### config.mk
export PLATFORM = sky130hd
export DESIGN_NAME = load_input_protection_ctrl
export DESIGN_NICKNAME = d
export VERILOG_FILES = /design/src/logic/load_prot_pkg.sv /design/src/logic/load_input_protection_ctrl.sv
export SDC_FILE = /design/constraint.sdc
export NUM_CORES = 1
export LEC_CHECK = 0
export ABC_AREA = 1
export BUFFER_PORTS_ARGS = -buffer_cell sky130_fd_sc_hd__buf_4
export CORE_MARGIN = 5
export CORE_UTILIZATION = 45
export DETAILED_ROUTE_END_ITERATION = 10
export PLACE_DENSITY = 0.73
export RECOVER_POWER = 25
export SLEW_MARGIN = 0
export SYNTH_ARGS = -nofsm -noshare
export SYNTH_HDL_FRONTEND = slang
export SYNTH_SLANG_ARGS = --single-unit
export TNS_END_PERCENT = 100
### constraint.sdc
create_clock -name aclk -period 22.6 [get_ports aclk]
set_input_delay 2.26 -clock aclk [delete_from_list [all_inputs] [get_ports aclk]]
set_output_delay 2.26 -clock aclk [all_outputs]
set_load 0.005 [all_outputs]
### src/logic/load_prot_pkg.sv
// constants shared by the load input protection controller
// assumes one 20 MHz system clock and a synchronous reset
package load_prot_pkg;
	localparam int unsigned ADDR_W = 8;
	localparam int unsigned DATA_W = 32;
	localparam int unsigned SET_W = 24;
	// register byte addresses
	localparam logic [7:0] CTRL_OFS = 8'h00;
	localparam logic [7:0] STATUS_OFS = 8'h04;
	localparam logic [7:0] AMP_LIM_OFS = 8'h08;
	localparam logic [7:0] VOLT_LIM_OFS = 8'h0c;
	localparam logic [7:0] WATT_LIM_OFS = 8'h10;
	localparam logic [7:0] CUTOFF_OFS = 8'h14;
	localparam logic [7:0] AMP_SET_OFS = 8'h18;
	localparam logic [7:0] VOLT_SET_OFS = 8'h1c;
	localparam logic [7:0] RANGE_OFS = 8'h20;
	localparam logic [7:0] CMD_AMP_OFS = 8'h24;
	localparam logic [7:0] CMD_VOLT_OFS = 8'h28;
	localparam logic [7:0] CAP_OFS = 8'h2c;
	localparam logic [7:0] MEAS_V_OFS = 8'h30;
	localparam logic [7:0] MEAS_I_OFS = 8'h34;
	localparam logic [7:0] MEAS_P_OFS = 8'h38;
	// command register bits (keys: write one to act, any control write acts as the any key; rear bit and mode field are stored settings)
	localparam int unsigned CMD_TOGGLE_B = 0;
	localparam int unsigned CMD_SHORT_B = 1;
	localparam int unsigned CMD_BATT_B = 2;
	localparam int unsigned CMD_ANYKEY_B = 3;
	localparam int unsigned CMD_REAR_B = 4;
	localparam int unsigned CMD_MODE_LSB = 8;
	// short-circuit current is range * 12 / 10
	localparam logic [3:0] SHORT_NUM = 4'hc;
	localparam logic [3:0] SHORT_DEN = 4'ha;
	// resolution thresholds in setting units (mV, mA)
	localparam logic [23:0] FINE_VOLT_MV = 24'h004e20;
	localparam logic [23:0] FINE_AMP_MA = 24'h000bb8;
	localparam logic [7:0] THERMAL_C = 8'h50;
	localparam logic [2:0] BLANK_MSG = 3'h0;
	localparam logic [1:0] RESP_OKAY = 2'h0;
	localparam logic [1:0] RESP_SLVERR = 2'h2;
	typedef enum logic [1:0] {
		MODE_AMP = 2'h0,
		MODE_VOLT = 2'h1,
		MODE_WATT = 2'h2,
		MODE_OHM = 2'h3
	} reg_mode_t;
	typedef enum logic [2:0] {
		MSG_NONE = 3'h0,
		MSG_THERMAL = 3'h1,
		MSG_VOLT = 3'h2,
		MSG_WATT = 3'h3,
		MSG_AMP = 3'h4,
		MSG_REVERSE = 3'h5
	} msg_t;
endpackage

### src/logic/load_input_protection_ctrl.sv
// supervisory control of the load input: enable, short, trips, sense, battery test
// assumes comparator flags and measurements from the analog front end, AXI4-Lite master
//
// Local design decisions: the register offsets and register access over AXI4-Lite.
`timescale 1ns/1ps
`default_nettype none

// Function
// - short toggle keeps setpoint, exit restores settings
// - short in amp/watt/ohm: 1.2x range current
// - short in volt mode: zero volt setpoint
// - toggle key inverts enable, indicator follows
// - overvoltage disables input, buzzer, message
// - voltage fine resolution below 20 V
// - overcurrent sounds buzzer, shows message
// - current fine resolution at or below 3 A
// - overpower latches message until any key
// - disabled input stays off after acknowledge
// - persisting overpower trips again
// - reversed polarity buzzer and message
// - over 80 C disables input
// - three user limits set trip thresholds
// - exactly one sense path active
// - battery test stops at cutoff voltage
// - toggle key starts/pauses battery discharge
// - battery key again exits battery mode
// - battery figures available for display
module load_input_protection_ctrl #(
	parameter int unsigned CAP_W = 32
) (
	input wire logic aclk,
	input wire logic aresetn,
	input wire logic [7:0] s_axi_awaddr,
	input wire logic s_axi_awvalid,
	output logic s_axi_awready,
	input wire logic [31:0] s_axi_wdata,
	input wire logic [3:0] s_axi_wstrb,
	input wire logic s_axi_wvalid,
	output logic s_axi_wready,
	output logic [1:0] s_axi_bresp,
	output logic s_axi_bvalid,
	input wire logic s_axi_bready,
	input wire logic [7:0] s_axi_araddr,
	input wire logic s_axi_arvalid,
	output logic s_axi_arready,
	output logic [31:0] s_axi_rdata,
	output logic [1:0] s_axi_rresp,
	output logic s_axi_rvalid,
	input wire logic s_axi_rready,
	input wire logic [23:0] meas_volt,
	input wire logic [23:0] meas_amp,
	input wire logic [23:0] meas_watt,
	input wire logic [7:0] temp_c,
	input wire logic reverse_det,
	input wire logic cap_tick,
	output logic input_on,
	output logic [1:0] reg_mode,
	output logic [23:0] cmd_amp,
	output logic [23:0] cmd_volt,
	output logic front_sense_en,
	output logic rear_sense_en,
	output logic volt_fine_res,
	output logic amp_fine_res,
	output logic buzzer,
	output logic [2:0] msg_code,
	output logic battery_mode
);
	logic aw_hold_r, w_hold_r;
	logic [7:0] awaddr_r;
	logic [31:0] wdata_r;
	logic [3:0] wstrb_r;
	logic bvalid_r, rvalid_r;
	logic [1:0] bresp_r, rresp_r;
	logic [31:0] rdata_r;
	logic [23:0] amp_lim_r, volt_lim_r, watt_lim_r, cutoff_r, amp_set_r, volt_set_r, range_r;
	logic [1:0] mode_r;
	logic rear_r, enable_r, short_r, batt_r, run_r;
	logic volt_trip_r, amp_trip_r, watt_trip_r, thermal_trip_r, rev_r;
	logic [CAP_W-1:0] cap_r;
	logic [23:0] mv_r, mi_r, mp_r;
	logic [7:0] mt_r;
	logic [2:0] rev_sync_r;
	logic [7:0] cmd_r;
	logic wr_go, wr_cmd, rd_go;
	logic k_toggle, k_short, k_batt, k_any;
	logic over_v, over_i, over_p, over_t, at_cutoff;
	logic [27:0] short_prod;
	logic [2:0] msg_nxt;

	// write takes address and data in either order, answers once both are held
	assign s_axi_awready = !aw_hold_r && !bvalid_r;
	assign s_axi_wready = !w_hold_r && !bvalid_r;
	assign wr_go = aw_hold_r && w_hold_r && !bvalid_r;
	assign wr_cmd = wr_go && awaddr_r == load_prot_pkg::CTRL_OFS && wstrb_r[0];
	assign s_axi_bvalid = bvalid_r;
	assign s_axi_bresp = bresp_r;
	assign s_axi_arready = !rvalid_r;
	assign rd_go = s_axi_arvalid && !rvalid_r;
	assign s_axi_rvalid = rvalid_r;
	assign s_axi_rdata = rdata_r;
	assign s_axi_rresp = rresp_r;

	// key strobes decoded from the command word
	assign k_toggle = wr_cmd && wdata_r[load_prot_pkg::CMD_TOGGLE_B];
	assign k_short = wr_cmd && wdata_r[load_prot_pkg::CMD_SHORT_B];
	assign k_batt = wr_cmd && wdata_r[load_prot_pkg::CMD_BATT_B];
	assign k_any = wr_cmd;

	function automatic logic known_addr(input logic [7:0] a);
		known_addr = a[1:0] == 2'h0 && a <= load_prot_pkg::MEAS_P_OFS;
	endfunction

	// write channel capture
	always_ff @(posedge aclk)
	begin
		if (!aresetn)
		begin
			aw_hold_r <= 1'b0;
			w_hold_r <= 1'b0;
			awaddr_r <= 8'h00;
			wdata_r <= 32'h0000_0000;
			wstrb_r <= 4'h0;
			bvalid_r <= 1'b0;
			bresp_r <= load_prot_pkg::RESP_OKAY;
		end
		else
		begin
			if (s_axi_awvalid && s_axi_awready)
			begin
				aw_hold_r <= 1'b1;
				awaddr_r <= s_axi_awaddr;
			end
			if (s_axi_wvalid && s_axi_wready)
			begin
				w_hold_r <= 1'b1;
				wdata_r <= s_axi_wdata;
				wstrb_r <= s_axi_wstrb;
			end
			if (wr_go)
			begin
				aw_hold_r <= 1'b0;
				w_hold_r <= 1'b0;
				bvalid_r <= 1'b1;
				bresp_r <= known_addr(awaddr_r) ? load_prot_pkg::RESP_OKAY : load_prot_pkg::RESP_SLVERR;
			end
			else if (bvalid_r && s_axi_bready)
				bvalid_r <= 1'b0;
		end
	end

	// settings registers, full-word writes
	always_ff @(posedge aclk)
	begin
		if (!aresetn)
		begin
			amp_lim_r <= 24'h000000;
			volt_lim_r <= 24'h000000;
			watt_lim_r <= 24'h000000;
			cutoff_r <= 24'h000000;
			amp_set_r <= 24'h000000;
			volt_set_r <= 24'h000000;
			range_r <= 24'h000000;
			mode_r <= load_prot_pkg::MODE_AMP;
			rear_r <= 1'b0;
		end
		else if (wr_go && wstrb_r == 4'hf)
		begin
			unique case (awaddr_r)
				load_prot_pkg::AMP_LIM_OFS: amp_lim_r <= wdata_r[23:0];
				load_prot_pkg::VOLT_LIM_OFS: volt_lim_r <= wdata_r[23:0];
				load_prot_pkg::WATT_LIM_OFS: watt_lim_r <= wdata_r[23:0];
				load_prot_pkg::CUTOFF_OFS: cutoff_r <= wdata_r[23:0];
				load_prot_pkg::AMP_SET_OFS: amp_set_r <= wdata_r[23:0];
				load_prot_pkg::VOLT_SET_OFS: volt_set_r <= wdata_r[23:0];
				load_prot_pkg::RANGE_OFS: range_r <= wdata_r[23:0];
				load_prot_pkg::CTRL_OFS:
				begin
					if (!batt_r)
						mode_r <= wdata_r[load_prot_pkg::CMD_MODE_LSB +: 2];
					rear_r <= wdata_r[load_prot_pkg::CMD_REAR_B];
				end
				default: ;
			endcase
		end
	end

	// measured values sampled once on the clock; reversal pin passes four flops
	always_ff @(posedge aclk)
	begin
		if (!aresetn)
		begin
			mv_r <= 24'h000000;
			mi_r <= 24'h000000;
			mp_r <= 24'h000000;
			mt_r <= 8'h00;
			rev_r <= 1'b0;
			rev_sync_r <= 3'h0;
		end
		else
		begin
			mv_r <= meas_volt;
			mi_r <= meas_amp;
			mp_r <= meas_watt;
			mt_r <= temp_c;
			rev_sync_r <= {rev_sync_r[1:0], reverse_det};
			if (rev_sync_r[1] == rev_sync_r[2])
				rev_r <= rev_sync_r[2]; // only a settled level counts
		end
	end

	// limit comparators
	assign over_v = mv_r > volt_lim_r;
	assign over_i = mi_r > amp_lim_r;
	assign over_p = mp_r > watt_lim_r;
	assign over_t = mt_r > load_prot_pkg::THERMAL_C;
	assign at_cutoff = batt_r && run_r && mv_r <= cutoff_r;

	// trip latches: a key clears, a still-present condition sets again
	always_ff @(posedge aclk)
	begin
		if (!aresetn)
		begin
			volt_trip_r <= 1'b0;
			amp_trip_r <= 1'b0;
			watt_trip_r <= 1'b0;
			thermal_trip_r <= 1'b0;
		end
		else
		begin
			volt_trip_r <= over_v || (volt_trip_r && !k_any);
			amp_trip_r <= over_i || (amp_trip_r && !k_any);
			watt_trip_r <= over_p || (watt_trip_r && !k_any);
			thermal_trip_r <= over_t || (thermal_trip_r && !k_any);
		end
	end

	// input enable, short and battery state
	always_ff @(posedge aclk)
	begin
		if (!aresetn)
		begin
			enable_r <= 1'b0;
			short_r <= 1'b0;
			batt_r <= 1'b0;
			run_r <= 1'b0;
		end
		else
		begin
			if (over_v || over_t || at_cutoff)
			begin
				enable_r <= 1'b0;
				run_r <= 1'b0;
			end
			else if (k_toggle)
			begin
				enable_r <= !enable_r;
				if (batt_r)
					run_r <= !run_r;
			end
			if (k_short)
				short_r <= !short_r;
			if (k_batt)
			begin
				batt_r <= !batt_r;
				run_r <= 1'b0;
			end
		end
	end

	// discharged capacity accumulates while the test runs
	always_ff @(posedge aclk)
	begin
		if (!aresetn)
			cap_r <= '0;
		else if (k_batt && !batt_r)
			cap_r <= '0;
		else if (run_r && enable_r && cap_tick)
			cap_r <= cap_r + CAP_W'(mi_r);
	end

	// short commands: setpoints left alone, only the outputs change
	assign short_prod = range_r * load_prot_pkg::SHORT_NUM;
	always_ff @(posedge aclk)
	begin
		if (!aresetn)
		begin
			cmd_amp <= 24'h000000;
			cmd_volt <= 24'h000000;
		end
		else if (short_r && mode_r != load_prot_pkg::MODE_VOLT)
		begin
			cmd_amp <= 24'(short_prod / load_prot_pkg::SHORT_DEN);
			cmd_volt <= volt_set_r;
		end
		else if (short_r)
		begin
			cmd_amp <= amp_set_r;
			cmd_volt <= 24'h000000;
		end
		else
		begin
			cmd_amp <= amp_set_r;
			cmd_volt <= volt_set_r;
		end
	end

	// message priority: disabling trips first
	always_comb
	begin
		if (thermal_trip_r)
			msg_nxt = load_prot_pkg::MSG_THERMAL;
		else if (volt_trip_r)
			msg_nxt = load_prot_pkg::MSG_VOLT;
		else if (watt_trip_r)
			msg_nxt = load_prot_pkg::MSG_WATT;
		else if (amp_trip_r)
			msg_nxt = load_prot_pkg::MSG_AMP;
		else if (rev_r)
			msg_nxt = load_prot_pkg::MSG_REVERSE;
		else
			msg_nxt = load_prot_pkg::BLANK_MSG;
	end

	// status outputs from flip-flops
	always_ff @(posedge aclk)
	begin
		if (!aresetn)
		begin
			msg_code <= load_prot_pkg::BLANK_MSG;
			buzzer <= 1'b0;
			input_on <= 1'b0;
			reg_mode <= load_prot_pkg::MODE_AMP;
			front_sense_en <= 1'b1;
			rear_sense_en <= 1'b0;
			volt_fine_res <= 1'b1;
			amp_fine_res <= 1'b1;
			battery_mode <= 1'b0;
		end
		else
		begin
			msg_code <= msg_nxt;
			buzzer <= msg_nxt != load_prot_pkg::BLANK_MSG;
			input_on <= enable_r;
			reg_mode <= batt_r ? load_prot_pkg::MODE_AMP : mode_r;
			front_sense_en <= !rear_r;
			rear_sense_en <= rear_r;
			volt_fine_res <= volt_lim_r < load_prot_pkg::FINE_VOLT_MV;
			amp_fine_res <= amp_lim_r <= load_prot_pkg::FINE_AMP_MA;
			battery_mode <= batt_r;
		end
	end

	// read mux
	always_ff @(posedge aclk)
	begin
		if (!aresetn)
		begin
			rvalid_r <= 1'b0;
			rdata_r <= 32'h0000_0000;
			rresp_r <= load_prot_pkg::RESP_OKAY;
		end
		else if (rd_go)
		begin
			rvalid_r <= 1'b1;
			rresp_r <= known_addr(s_axi_araddr) ? load_prot_pkg::RESP_OKAY : load_prot_pkg::RESP_SLVERR;
			unique case (s_axi_araddr)
				load_prot_pkg::CTRL_OFS: rdata_r <= {22'h0, mode_r, 3'h0, rear_r, 4'h0};
				load_prot_pkg::STATUS_OFS: rdata_r <= {20'h0, msg_nxt, rev_r, thermal_trip_r, watt_trip_r,
					amp_trip_r, volt_trip_r, run_r, batt_r, short_r, enable_r};
				load_prot_pkg::AMP_LIM_OFS: rdata_r <= {8'h00, amp_lim_r};
				load_prot_pkg::VOLT_LIM_OFS: rdata_r <= {8'h00, volt_lim_r};
				load_prot_pkg::WATT_LIM_OFS: rdata_r <= {8'h00, watt_lim_r};
				load_prot_pkg::CUTOFF_OFS: rdata_r <= {8'h00, cutoff_r};
				load_prot_pkg::AMP_SET_OFS: rdata_r <= {8'h00, amp_set_r};
				load_prot_pkg::VOLT_SET_OFS: rdata_r <= {8'h00, volt_set_r};
				load_prot_pkg::RANGE_OFS: rdata_r <= {8'h00, range_r};
				load_prot_pkg::CMD_AMP_OFS: rdata_r <= {8'h00, cmd_amp};
				load_prot_pkg::CMD_VOLT_OFS: rdata_r <= {8'h00, cmd_volt};
				load_prot_pkg::CAP_OFS: rdata_r <= 32'(cap_r);
				load_prot_pkg::MEAS_V_OFS: rdata_r <= {8'h00, mv_r};
				load_prot_pkg::MEAS_I_OFS: rdata_r <= {8'h00, mi_r};
				load_prot_pkg::MEAS_P_OFS: rdata_r <= {8'h00, mp_r};
				default: rdata_r <= 32'h0000_0000;
			endcase
		end
		else if (rvalid_r && s_axi_rready)
			rvalid_r <= 1'b0;
	end

	// checks
	a_volt_disable: assert property (@(posedge aclk) disable iff (!aresetn) over_v |=> !enable_r)
		else $error("input stays on after overvoltage");
	a_thermal_off: assert property (@(posedge aclk) disable iff (!aresetn) over_t |=> ##1 !input_on)
		else $error("input on while overheated");
	a_sense_onehot: assert property (@(posedge aclk) disable iff (!aresetn) front_sense_en != rear_sense_en)
		else $error("sense paths not exclusive");
	a_watt_retrip: assert property (@(posedge aclk) disable iff (!aresetn) over_p |=> watt_trip_r)
		else $error("overpower not latched");
	a_watt_hold: assert property (@(posedge aclk) disable iff (!aresetn)
		watt_trip_r && !k_any && !over_p |=> watt_trip_r)
		else $error("overpower cleared without a key");
	a_short_volt: assert property (@(posedge aclk) disable iff (!aresetn)
		short_r && mode_r == load_prot_pkg::MODE_VOLT |=> cmd_volt == 24'h000000)
		else $error("short in volt mode not zero");
	a_short_keep: assert property (@(posedge aclk) disable iff (!aresetn) k_short |=> $stable(amp_set_r))
		else $error("short changed the setpoint");
	a_cutoff_stop: assert property (@(posedge aclk) disable iff (!aresetn) at_cutoff |=> !run_r && !enable_r)
		else $error("battery test did not stop at cutoff");
	a_toggle_flip: assert property (@(posedge aclk) disable iff (!aresetn)
		k_toggle && !over_v && !over_t && !at_cutoff |=> enable_r != $past(enable_r))
		else $error("toggle did not invert enable");
	a_buzz_msg: assert property (@(posedge aclk) disable iff (!aresetn) rev_r |=> buzzer)
		else $error("no buzzer on reversal");
	c_short: cover property (@(posedge aclk) disable iff (!aresetn) k_short ##1 short_r);
	c_batt_run: cover property (@(posedge aclk) disable iff (!aresetn) run_r ##[1:100] !run_r);
	c_watt_ack: cover property (@(posedge aclk) disable iff (!aresetn) watt_trip_r ##1 !watt_trip_r);
endmodule

`default_nettype wire

; After elaboration in Yosys (flattened, before gate mapping)
; Index checks and enable logic that the tools add are counted.
[word_totals]
register_bits = 431
input_bits = 141
output_inout_bits = 101
[op_classes]
n_addsub = 1
mul = 1
div_mod_pow = 1
magnitude_cmp = 9
n_eq_ne = 24
n_mux = 15
bitwise_logic = 2
n_reduce_logical = 65
[op_table]
columns = cell, count
row1 = one-hot mux 32 bit (15 select lines), 1
row2 = > comparator 24 bit, 3
row3 = 2-to-1 mux 24 bit, 3
row4 = "equality test 8 x 5 -> 1 bit, second input constant", 8
row5 = "equality test 8 x 6 -> 1 bit, second input constant", 8
row6 = adder 32 x 24 -> 32 bit, 1
row7 = "equality test 8 x 4 -> 1 bit, second input constant", 4
row8 = "divider 28 x 4 -> 28 bit, second input constant", 1
row9 = logical AND 1 bit, 27
row10 = "multiplier 24 x 2 -> 26 bit, second input constant", 1
row11 = "less-or-equal comparator 24 x 12 -> 1 bit, second input constant", 1
row12 = less-or-equal comparator 24 bit, 1
row13 = "less-than comparator 24 x 15 -> 1 bit, second input constant", 1
row14 = AND reduction 2 bit, 9
row15 = "less-or-equal comparator 8 x 6 -> 1 bit, second input constant", 2
row16 = logical NOT 8 bit, 2
row17 = 2-to-1 mux 3 bit, 5
row18 = logical NOT 1 bit, 10
row19 = "equality test 8 x 3 -> 1 bit, second input constant", 1
row20 = "> comparator 8 x 7 -> 1 bit, second input constant", 1
row21 = OR reduction 2 bit, 4
row22 = logical OR 1 bit, 6
row23 = "equality test 4 bit, second input constant", 1
row24 = logical NOT 2 bit, 2
row25 = 9 further kinds, 15

; Depth between registers and ports, before layout
; Gate-level depths: netlist of the first run.
[logic_depth]
word_depth = 7
ltp_mapped = 186
depth_no_buf = 179

; Worst setup path before layout of the first run
; No wires, ideal clock.
[synth_timing]
path_kind = flip-flop to flip-flop
from = register range_r[0]
to = register cmd_amp[0]
setup_ns = 0.117
arrival_time_ns = 17.076
t_required_ns = 22.483
path_slack_ns = 5.407
stages_incl_launch_ff = 162
path_buffers = 16
synth_period_minus_slack_ns = 17.193
cell_sequence = dfxtp_1 ha_1 inv_1 fa_1 inv_1 nand3_1 nand2_2 nand2_1 nand3_1 nand2_4 nor2_2 nand2_4 nor2_4 nand4_2 nand2_4 nand2_4 buf_8 nand2_4 [... 126 more ...] nand2_2 nand3_2 buf_6 nand2_2 nand2_2 inv_1 ha_1 nand3_1 nor2_1 nand3_1 nand2_2 buf_6 o21ai_1 nand2_1 nor2_1 nand4_1 nor2_1 nor2_1
[synth_between]
elab_chain_cells = 3
[synth_rtl]
columns = element, line_no
row1 = from (decl), load_input_protection_ctrl.sv:75  ; logic [23:0] amp_lim_r, volt_lim_r, watt_lim_r, cutoff_r, amp_set_r, volt_set_r, range_r;
row2 = from (signal assigned), load_input_protection_ctrl.sv:175  ; load_prot_pkg::RANGE_OFS: range_r <= wdata_r[23:0];
row3 = multiplier 24 x 2 -> 26 bit, load_input_protection_ctrl.sv:282  ; assign short_prod = range_r * load_prot_pkg::SHORT_NUM;
row4 = divider 28 x 4 -> 28 bit, load_input_protection_ctrl.sv:292  ; cmd_amp <= 24'(short_prod / load_prot_pkg::SHORT_DEN);
row5 = 2-to-1 mux 24 bit, load_input_protection_ctrl.sv:290  ; else if (short_r && mode_r != load_prot_pkg::MODE_VOLT)
row6 = to (signal assigned), load_input_protection_ctrl.sv:292
row7 = to (signal assigned), load_input_protection_ctrl.sv:297  ; cmd_amp <= amp_set_r;
row8 = to (signal assigned), load_input_protection_ctrl.sv:302  ; cmd_amp <= amp_set_r;
row9 = to (decl), load_input_protection_ctrl.sv:58  ; output logic [23:0] cmd_amp,
; No other way between the ends.
; A chain may end at the register's enable or synchronous reset.

; Final worst setup path of the first run
[layout_timing]
from = register range_r[1]
to = register cmd_amp[0]
; Same word-level chain as after synthesis.

==> impl_metrics.yaml, run 1 <==
placed_design:
  port_buffers: 231
  postPlaceCellArea_sq_mm: 0.0363
  place_worst_setup_slack_ns: 0.821
  gp_congestion: 0.999
  hpwl_um: 95900
die:
  die_area_sq_mm: 0.0809
  ioPinCount: 242
  die_h_um: 284
  core_sq_mm: 0.0746
  die-width_um: 284
  initial_utilization: 0.455
  fp-row-count: 100
drt:
  drtPass1Iterations: 6
  via_per_inst: 5.60
  wl_per_cell_um: 19.5
  vias: 34867
  first_iter_violations: 3419
  drc_errors: 0
  ant_nets: 0
  routed_wirelength_um: 121000
run_status:
  failed_checks: "capacitance limit, slew limit"
  status: "finished with violations"
min_path:
  hold_path.startpoint: "rev_sync_r[0]$_SDFF_PN0_"
  hp-class: "reg -> reg"
critical_path:
  critPathKind: "reg -> reg"
  cpMaxStageDelayCell: "dfxtp_2"
  slowest_delay_ns: 0.40
  crit_family: "simple AND/OR/NAND/NOR gates"
  cp.buffers_inverters: 15
  r2r_start: "range_r[1]$_SDFFE_PN0P_"
  end_kind: "flop"
  cp-start-kind: "flop"
  arrival_ns: 21.09
  startpoint: "range_r[1]$_SDFFE_PN0P_"
  worstPathMaxFanout: 23
  required_ns: 23.06
  cpMostUsedCell: "nand2_1"
synth:
  ys_warn_count: 0
  synthArstFlopShare: 0
  syn_area_per_cell_sq_um: 6.71
  synth_area_leaders: "dfxtp_1, nand2_1, inv_1, nand3_1, ha_1"
  synth_cell_types: 79
  yosysTopAreaCell: "dfxtp_1"
  ys_seq_area_frac: 0.253
  netlist_instances: 5050
  yosysMostFrequentCell: "nand2_1"
  synth_area_sq_mm: 0.0339
  synth_edf_count: 0
  synth.top_cell.area_share: 0.253
  synth-seq-cells: 429
  synthFlopType: "dfxtp_1"
  netlist_top_cells_count: "nand2_1, inv_1, dfxtp_1, nand3_1, a21oi_1"
clock_tree:
  clk_pin_slew_ns: 0.06
  clock_latency_ns: 0.59
  cts_sinks: 429
  cts_tree: "built"
  cts-root-buf: "clkbuf_16"
  clock_path_buffers: 3
  cts_buffers: 44
  htreeDepth: 2
sta:
  finalHoldViolations: 0
  finalWorstSetupSlack_ns: 1.98
  clock_skew_ns: 0.0277
  worst_hold_slack_ns: 0.448
  post-route-period-util: 0.913
  slew_headroom: -1.00
  setup_viol: 0
  tightest_slew_ns: 3.01
  fmax_mhz: 48.5
  period_needed_ns: 20.62
  slew_viol_final: 144
layout:
  finish.instance_area_sq_mm: 0.0380
  num-nets-final: 5518
  utilization: 0.509
  layout-drive-gt1-share: 0.198
  fillers: 7474
  syn_to_final_growth_pct: 12.0
flow_run:
  maxCapViolCount: 2
pwr:
  pwr-share-comb: 0.602
  ir_worst_vdd_mv: 0.257
  intPower_uw: 2040
  p_per_area_mw_per_mm2: 103
  pwr-share-seq: 0.201
  clockPowerShare: 0.197
  p_sw_frac: 0.479
  power.leakage_uw: 0.0196
  switchingPower_uw: 1880
global_routing:
  overflow: 0
  busiest_layer: "met2"
  grtUsageMet1: 0.370
  met2_usage: 0.461
  antenna_found_initial: 4
  grt_pass1_vias: 31557
  grtUsageMet3: 0.0432
  grt_use_total: 0.283
  grt_pass1_wl_um: 183000
  grt_max_degree: 99
==> path summary, 6_finish.rpt <==
path / end / slack [ns] / cells after the start
worst max-delay path: cmd_amp[0]$_SDFF_PN0_ / 1.98 / 164
worst min-delay path: rev_sync_r[1]$_SDFF_PN0_ / 0.45 / 2
worst max register to register: cmd_amp[0]$_SDFF_PN0_ / 1.98 / 164
worst min register to register: rev_sync_r[1]$_SDFF_PN0_ / 0.45 / 2
==> timing repair <==
action                     4_1_cts  5_1_grt
setup endpoints to repair        0        3
resized for setup                0       28
hold buffers                     0        0
buffers inserted                 0        6
hold endpoints to repair         0        0
==> registers in the layout, summed over array words and instances (netlist names), 8 cells and up <==
register / count
awaddr_r: 8
volt_lim_r: 24
cutoff_r: 24
s_axi_rdata: 32
amp_lim_r: 24
mp_r: 24
cmd_volt: 24
cmd_amp: 24
mi_r: 24
range_r: 24
volt_set_r: 24
watt_lim_r: 24
amp_set_r: 24
mv_r: 24
wdata_r: 24
cap_r: 32
mt_r: 8
==> routing by layer <==
layer,share of wire,up-vias
li1,-,16921
met1,0.41,16163
met2,0.45,1518
met3,0.089,263
met4,0.053,2
met5,0.00011,-
==> final cells by class <==
cell class | count | area (sq um) | area share
antenna | 3 | 7.51 | 0.000198
tap | 969 | 1210 | 0.0319
clock inverter | 19 | 279 | 0.00734
timing repair buffer | 306 | 2290 | 0.0603
sequential | 429 | 8590 | 0.226
clock buffer | 54 | 1210 | 0.0318
multi-input combinational | 3633 | 21300 | 0.561
inverter | 810 | 3100 | 0.0815
==> worst min-delay path, delay by kind of cell, from the launching register on <==
| family | cells | cell delay (ns) |
|---|---|---|
| DFF | 1 | 0.31 |
| and+or+nand+nor | 1 | 0.06 |
| buffers and inverters | 1 | 0.05 |
==> metrics by stage <==
stage | power [uW] | cells | setup TNS (ns)
floorplan | 2770 | 5051 | 0
global placement | 3090 | 6140 | 0
detailed placement | 3130 | 6140 | 0
CTS | 3900 | 6213 | 0
global route | 4250 | 6220 | -0.0459
finish | 3920 | 6223 | 0
==> power by group through the flow <==
stage,logic (uW),registers [uW],clock network [uW]
after floorplan,1980,797,0
after global placement,2280,804,0
after detailed placement,2320,804,0
after CTS,2330,787,779
after global routing,2650,788,808
final,2360,788,771
==> cell families (layout without fill, tap and decap cells) <==
| group | Yosys count | count (layout) | share of synthesized area |
|---|---|---|---|
| xor gates and xnor gates | 76 | 76 | 0.0203 |
| buffers and inverters | 990 | 1189 | 0.125 |
| other | 1 | 5 | 0.000111 |
| AOI/OAI and AO/OA | 930 | 930 | 0.161 |
| and+or+nand+nor | 2471 | 2472 | 0.384 |
| DFF | 429 | 429 | 0.253 |
| adders and majority gates | 153 | 153 | 0.0569 |
==> cell usage in the layout, fill, tap and decap left out, types with 14 or more instances in the layout <==
| cell type | Yosys | routed |
|---|---|---|
| a211oi_1 | 34 | 34 |
| a21oi_1 | 360 | 359 |
| a221oi_1 | 55 | 55 |
| buf_4 | 7 | 302 |
| clkbuf_16 | 0 | 44 |
| dfxtp_1 | 429 | 428 |
| ha_1 | 151 | 150 |
| inv_1 | 737 | 737 |
| inv_2 | 47 | 46 |
| nand2_1 | 1042 | 1041 |
| nand2_2 | 212 | 209 |
| nand2_4 | 103 | 102 |
| nand3_1 | 382 | 382 |
| nand3_2 | 91 | 89 |
| nand3_4 | 14 | 16 |
| nand4_1 | 119 | 119 |
| nor2_1 | 304 | 294 |
| nor2_2 | 78 | 81 |
| nor2_4 | 27 | 34 |
| nor3_1 | 39 | 35 |
| o2111ai_1 | 17 | 17 |
| o21ai_0 | 307 | 307 |
| o21ai_2 | 16 | 15 |
| o21bai_1 | 15 | 15 |
| o22ai_1 | 29 | 29 |
| xnor2_1 | 14 | 14 |
| xor2_1 | 59 | 59 |
(Power assumes the default switching activity.)
==> run 2: changes to the inputs <==
Settings changed: REMOVE_ABC_BUFFERS from default to 1, SKIP_LAST_GASP from default to 1.
Clock period 22.6 ns to 23.3 ns, I/O delays scaled along.
==> run 2 against run 1 <==
Net effect:
- the run still ends with capacitance limit, slew limit left
- setup slack gained 0.13 ns
- core utilization shrank 0.16 points
- via count shrank 2.0%
- hold slack lost 0.020 ns
- cell area shrank 0.32%
- sequential power shrank 3.4%
- register-to-register slack gained 0.13 ns
- global-route usage shrank 2.9 points
- combinational power is essentially flat
- largest cell class unchanged
- largest power group unchanged
==> impl_metrics.yaml, run 2 (synthesized netlist as in run 1, its figures left out) <==
pwr:
  ir_worst_vdd_mv: 0.233
  p_per_area_mw_per_mm2: 101
  power_uw: 3830
  power.leakage_uw: 0.0195
critical_path:
  slowest_delay_ns: 0.42
  crit_family: "simple AND/OR/NAND/NOR gates"
  r2r_slack_ns: 2.11
  rr_endpoint: "cmd_amp[0]$_SDFF_PN0_"
  cpMaxStageDelayCell: "dfxtp_2"
  cp.buffers_inverters: 14
  arrival_ns: 21.62
  r2r_start: "range_r[0]$_SDFFE_PN0P_"
  cp-start-kind: "flop"
  critPathKind: "reg -> reg"
  cpMostUsedCell: "nand2_1"
  ff2ff_path_depth: 159
  end_kind: "flop"
  required_ns: 23.73
  worstPathMaxFanout: 23
drt:
  via_per_inst: 5.51
  drtPass1Iterations: 6
  first_iter_violations: 3010
  drc_errors: 0
  wl_per_cell_um: 17.5
  vias: 34175
  routed_wirelength_um: 109000
  ant_nets: 0
layout:
  num-nets-final: 5500
  layout_common_cells: "nand2_1, inv_1, dfxtp_1, nand3_1, a21oi_1"
  seq_area_sq_mm: 0.00859
  final_common_cell: "nand2_1"
  antenna_cells: 0
  syn_to_final_growth_pct: 11.7
  fillers: 7522
  multi_input_area_sq_mm: 0.0214
  layout-drive-gt1-share: 0.197
die:
  ioPinCount: 242
  fp-row-count: 100
  core_sq_mm: 0.0746
  initial_utilization: 0.455
  die_area_sq_mm: 0.0809
  die-width_um: 284
  die_h_um: 284
sta:
  setup_viol: 0
  period_needed_ns: 21.19
  finalHoldViolations: 0
  slew_viol_final: 118
  tns_ns: 0
  clock_skew_ns: 0.0211
  slew_headroom: -2.30
  tightest_slew_ns: 4.96
  post-route-period-util: 0.909
  fmax_mhz: 47.2
clock_tree:
  cts_sinks: 429
  clock_latency_ns: 0.56
  clk_pin_slew_ns: 0.06
  cts-root-buf: "clkbuf_16"
  cts_tree: "built"
  clock_path_buffers: 3
  cts_buffers: 40
  htreeDepth: 2
  ctsHoldBuffers: 0
run_status:
  failed_checks: "capacitance limit, slew limit"
  status: "finished with violations"
min_path:
  hp-class: "reg -> reg"
  min_path_cells: 2
  hold_path.startpoint: "rev_sync_r[0]$_SDFF_PN0_"
  whs_endpoint: "rev_sync_r[1]$_SDFF_PN0_"
global_routing:
  grt_use_total: 0.254
  antenna_found_initial: 1
  overflow: 0
  grt_pass1_vias: 31691
  grt_max_degree: 118
  grt_pass1_wl_um: 169000
placed_design:
  hpwl_um: 83400
  gp_congestion: 0.992
  port_buffers: 231
flow_run:
  maxCapViolCount: 1
[run 2: cell types whose count changed in the layout (fill, tap and decap cells not counted), sizes merged]
cell / delta
buf: -33
clkbuf: +15
clkinv: +3
diode: -3
nand4: +1
[run 2: what timing repair did]
action	4_1_cts	5_1_grt
resized for setup	0	28
endpoints found under the hold margin	0	0
buffers inserted	0	3
endpoints found under the setup margin	0	3
[run 2: how the worst max path moves through the flow]
stage	startpoint	to	slack, ns	cells past startpoint
floorplan	range_r[0]$_SDFFE_PN0P_	cmd_amp[0]$_SDFF_PN0_	2.53	141
global placement	range_r[0]$_SDFFE_PN0P_	cmd_amp[0]$_SDFF_PN0_	1.18	158
detailed placement	range_r[0]$_SDFFE_PN0P_	cmd_amp[0]$_SDFF_PN0_	0.72	156
CTS	range_r[0]$_SDFFE_PN0P_	cmd_amp[0]$_SDFF_PN0_	0.61	156
global route	range_r[0]$_SDFFE_PN0P_	cmd_amp[0]$_SDFF_PN0_	-0.001	159
finish	range_r[0]$_SDFFE_PN0P_	cmd_amp[0]$_SDFF_PN0_	2.11	159
[run 2: layout make-up]
class                      instances  share of cell area
clock inverter                    22             0.00737
clock buffer                      51              0.0302
multi-input combinational       3634               0.564
sequential                       429               0.227
tap                              969              0.0320
inverter                         810              0.0817
timing repair buffer             291              0.0580
[run 2: metrics by stage]
stage,util,instances,hold slack [ns],instance area [sq um],worst slack (ns)
2_1_floorplan,-,4871,0.387,32800,2.53
3_3_place_gp,0.486,6128,0.398,36300,1.18
3_5_place_dp,0.486,6128,0.397,36300,0.717
4_1_cts,0.505,6201,0.433,37700,0.613
5_1_grt,0.508,6206,0.449,37900,-0.00128
6_report,0.508,6206,0.428,37900,2.11
[run 2: layer usage]
metal	share of wire	up-vias	track usage
met5	0	-	0
met4	0.048	0	0.110
met3	0.073	230	0.0298
met2	0.46	1277	0.427
met1	0.42	15765	0.329
li1	-	16903	-
[run 2: worst min-delay path: cells and delay by family, from the launching register on]
kind	cells	cell delay, ns
flops	1	0.31
simple gates	1	0.05
buf+inv	1	0.04
[run 2: where the power goes]
group | switching, uW | internal (uW)
Sequential | 12.3 | 749
Combinational | 1520 | 836
Clock | 296 | 416
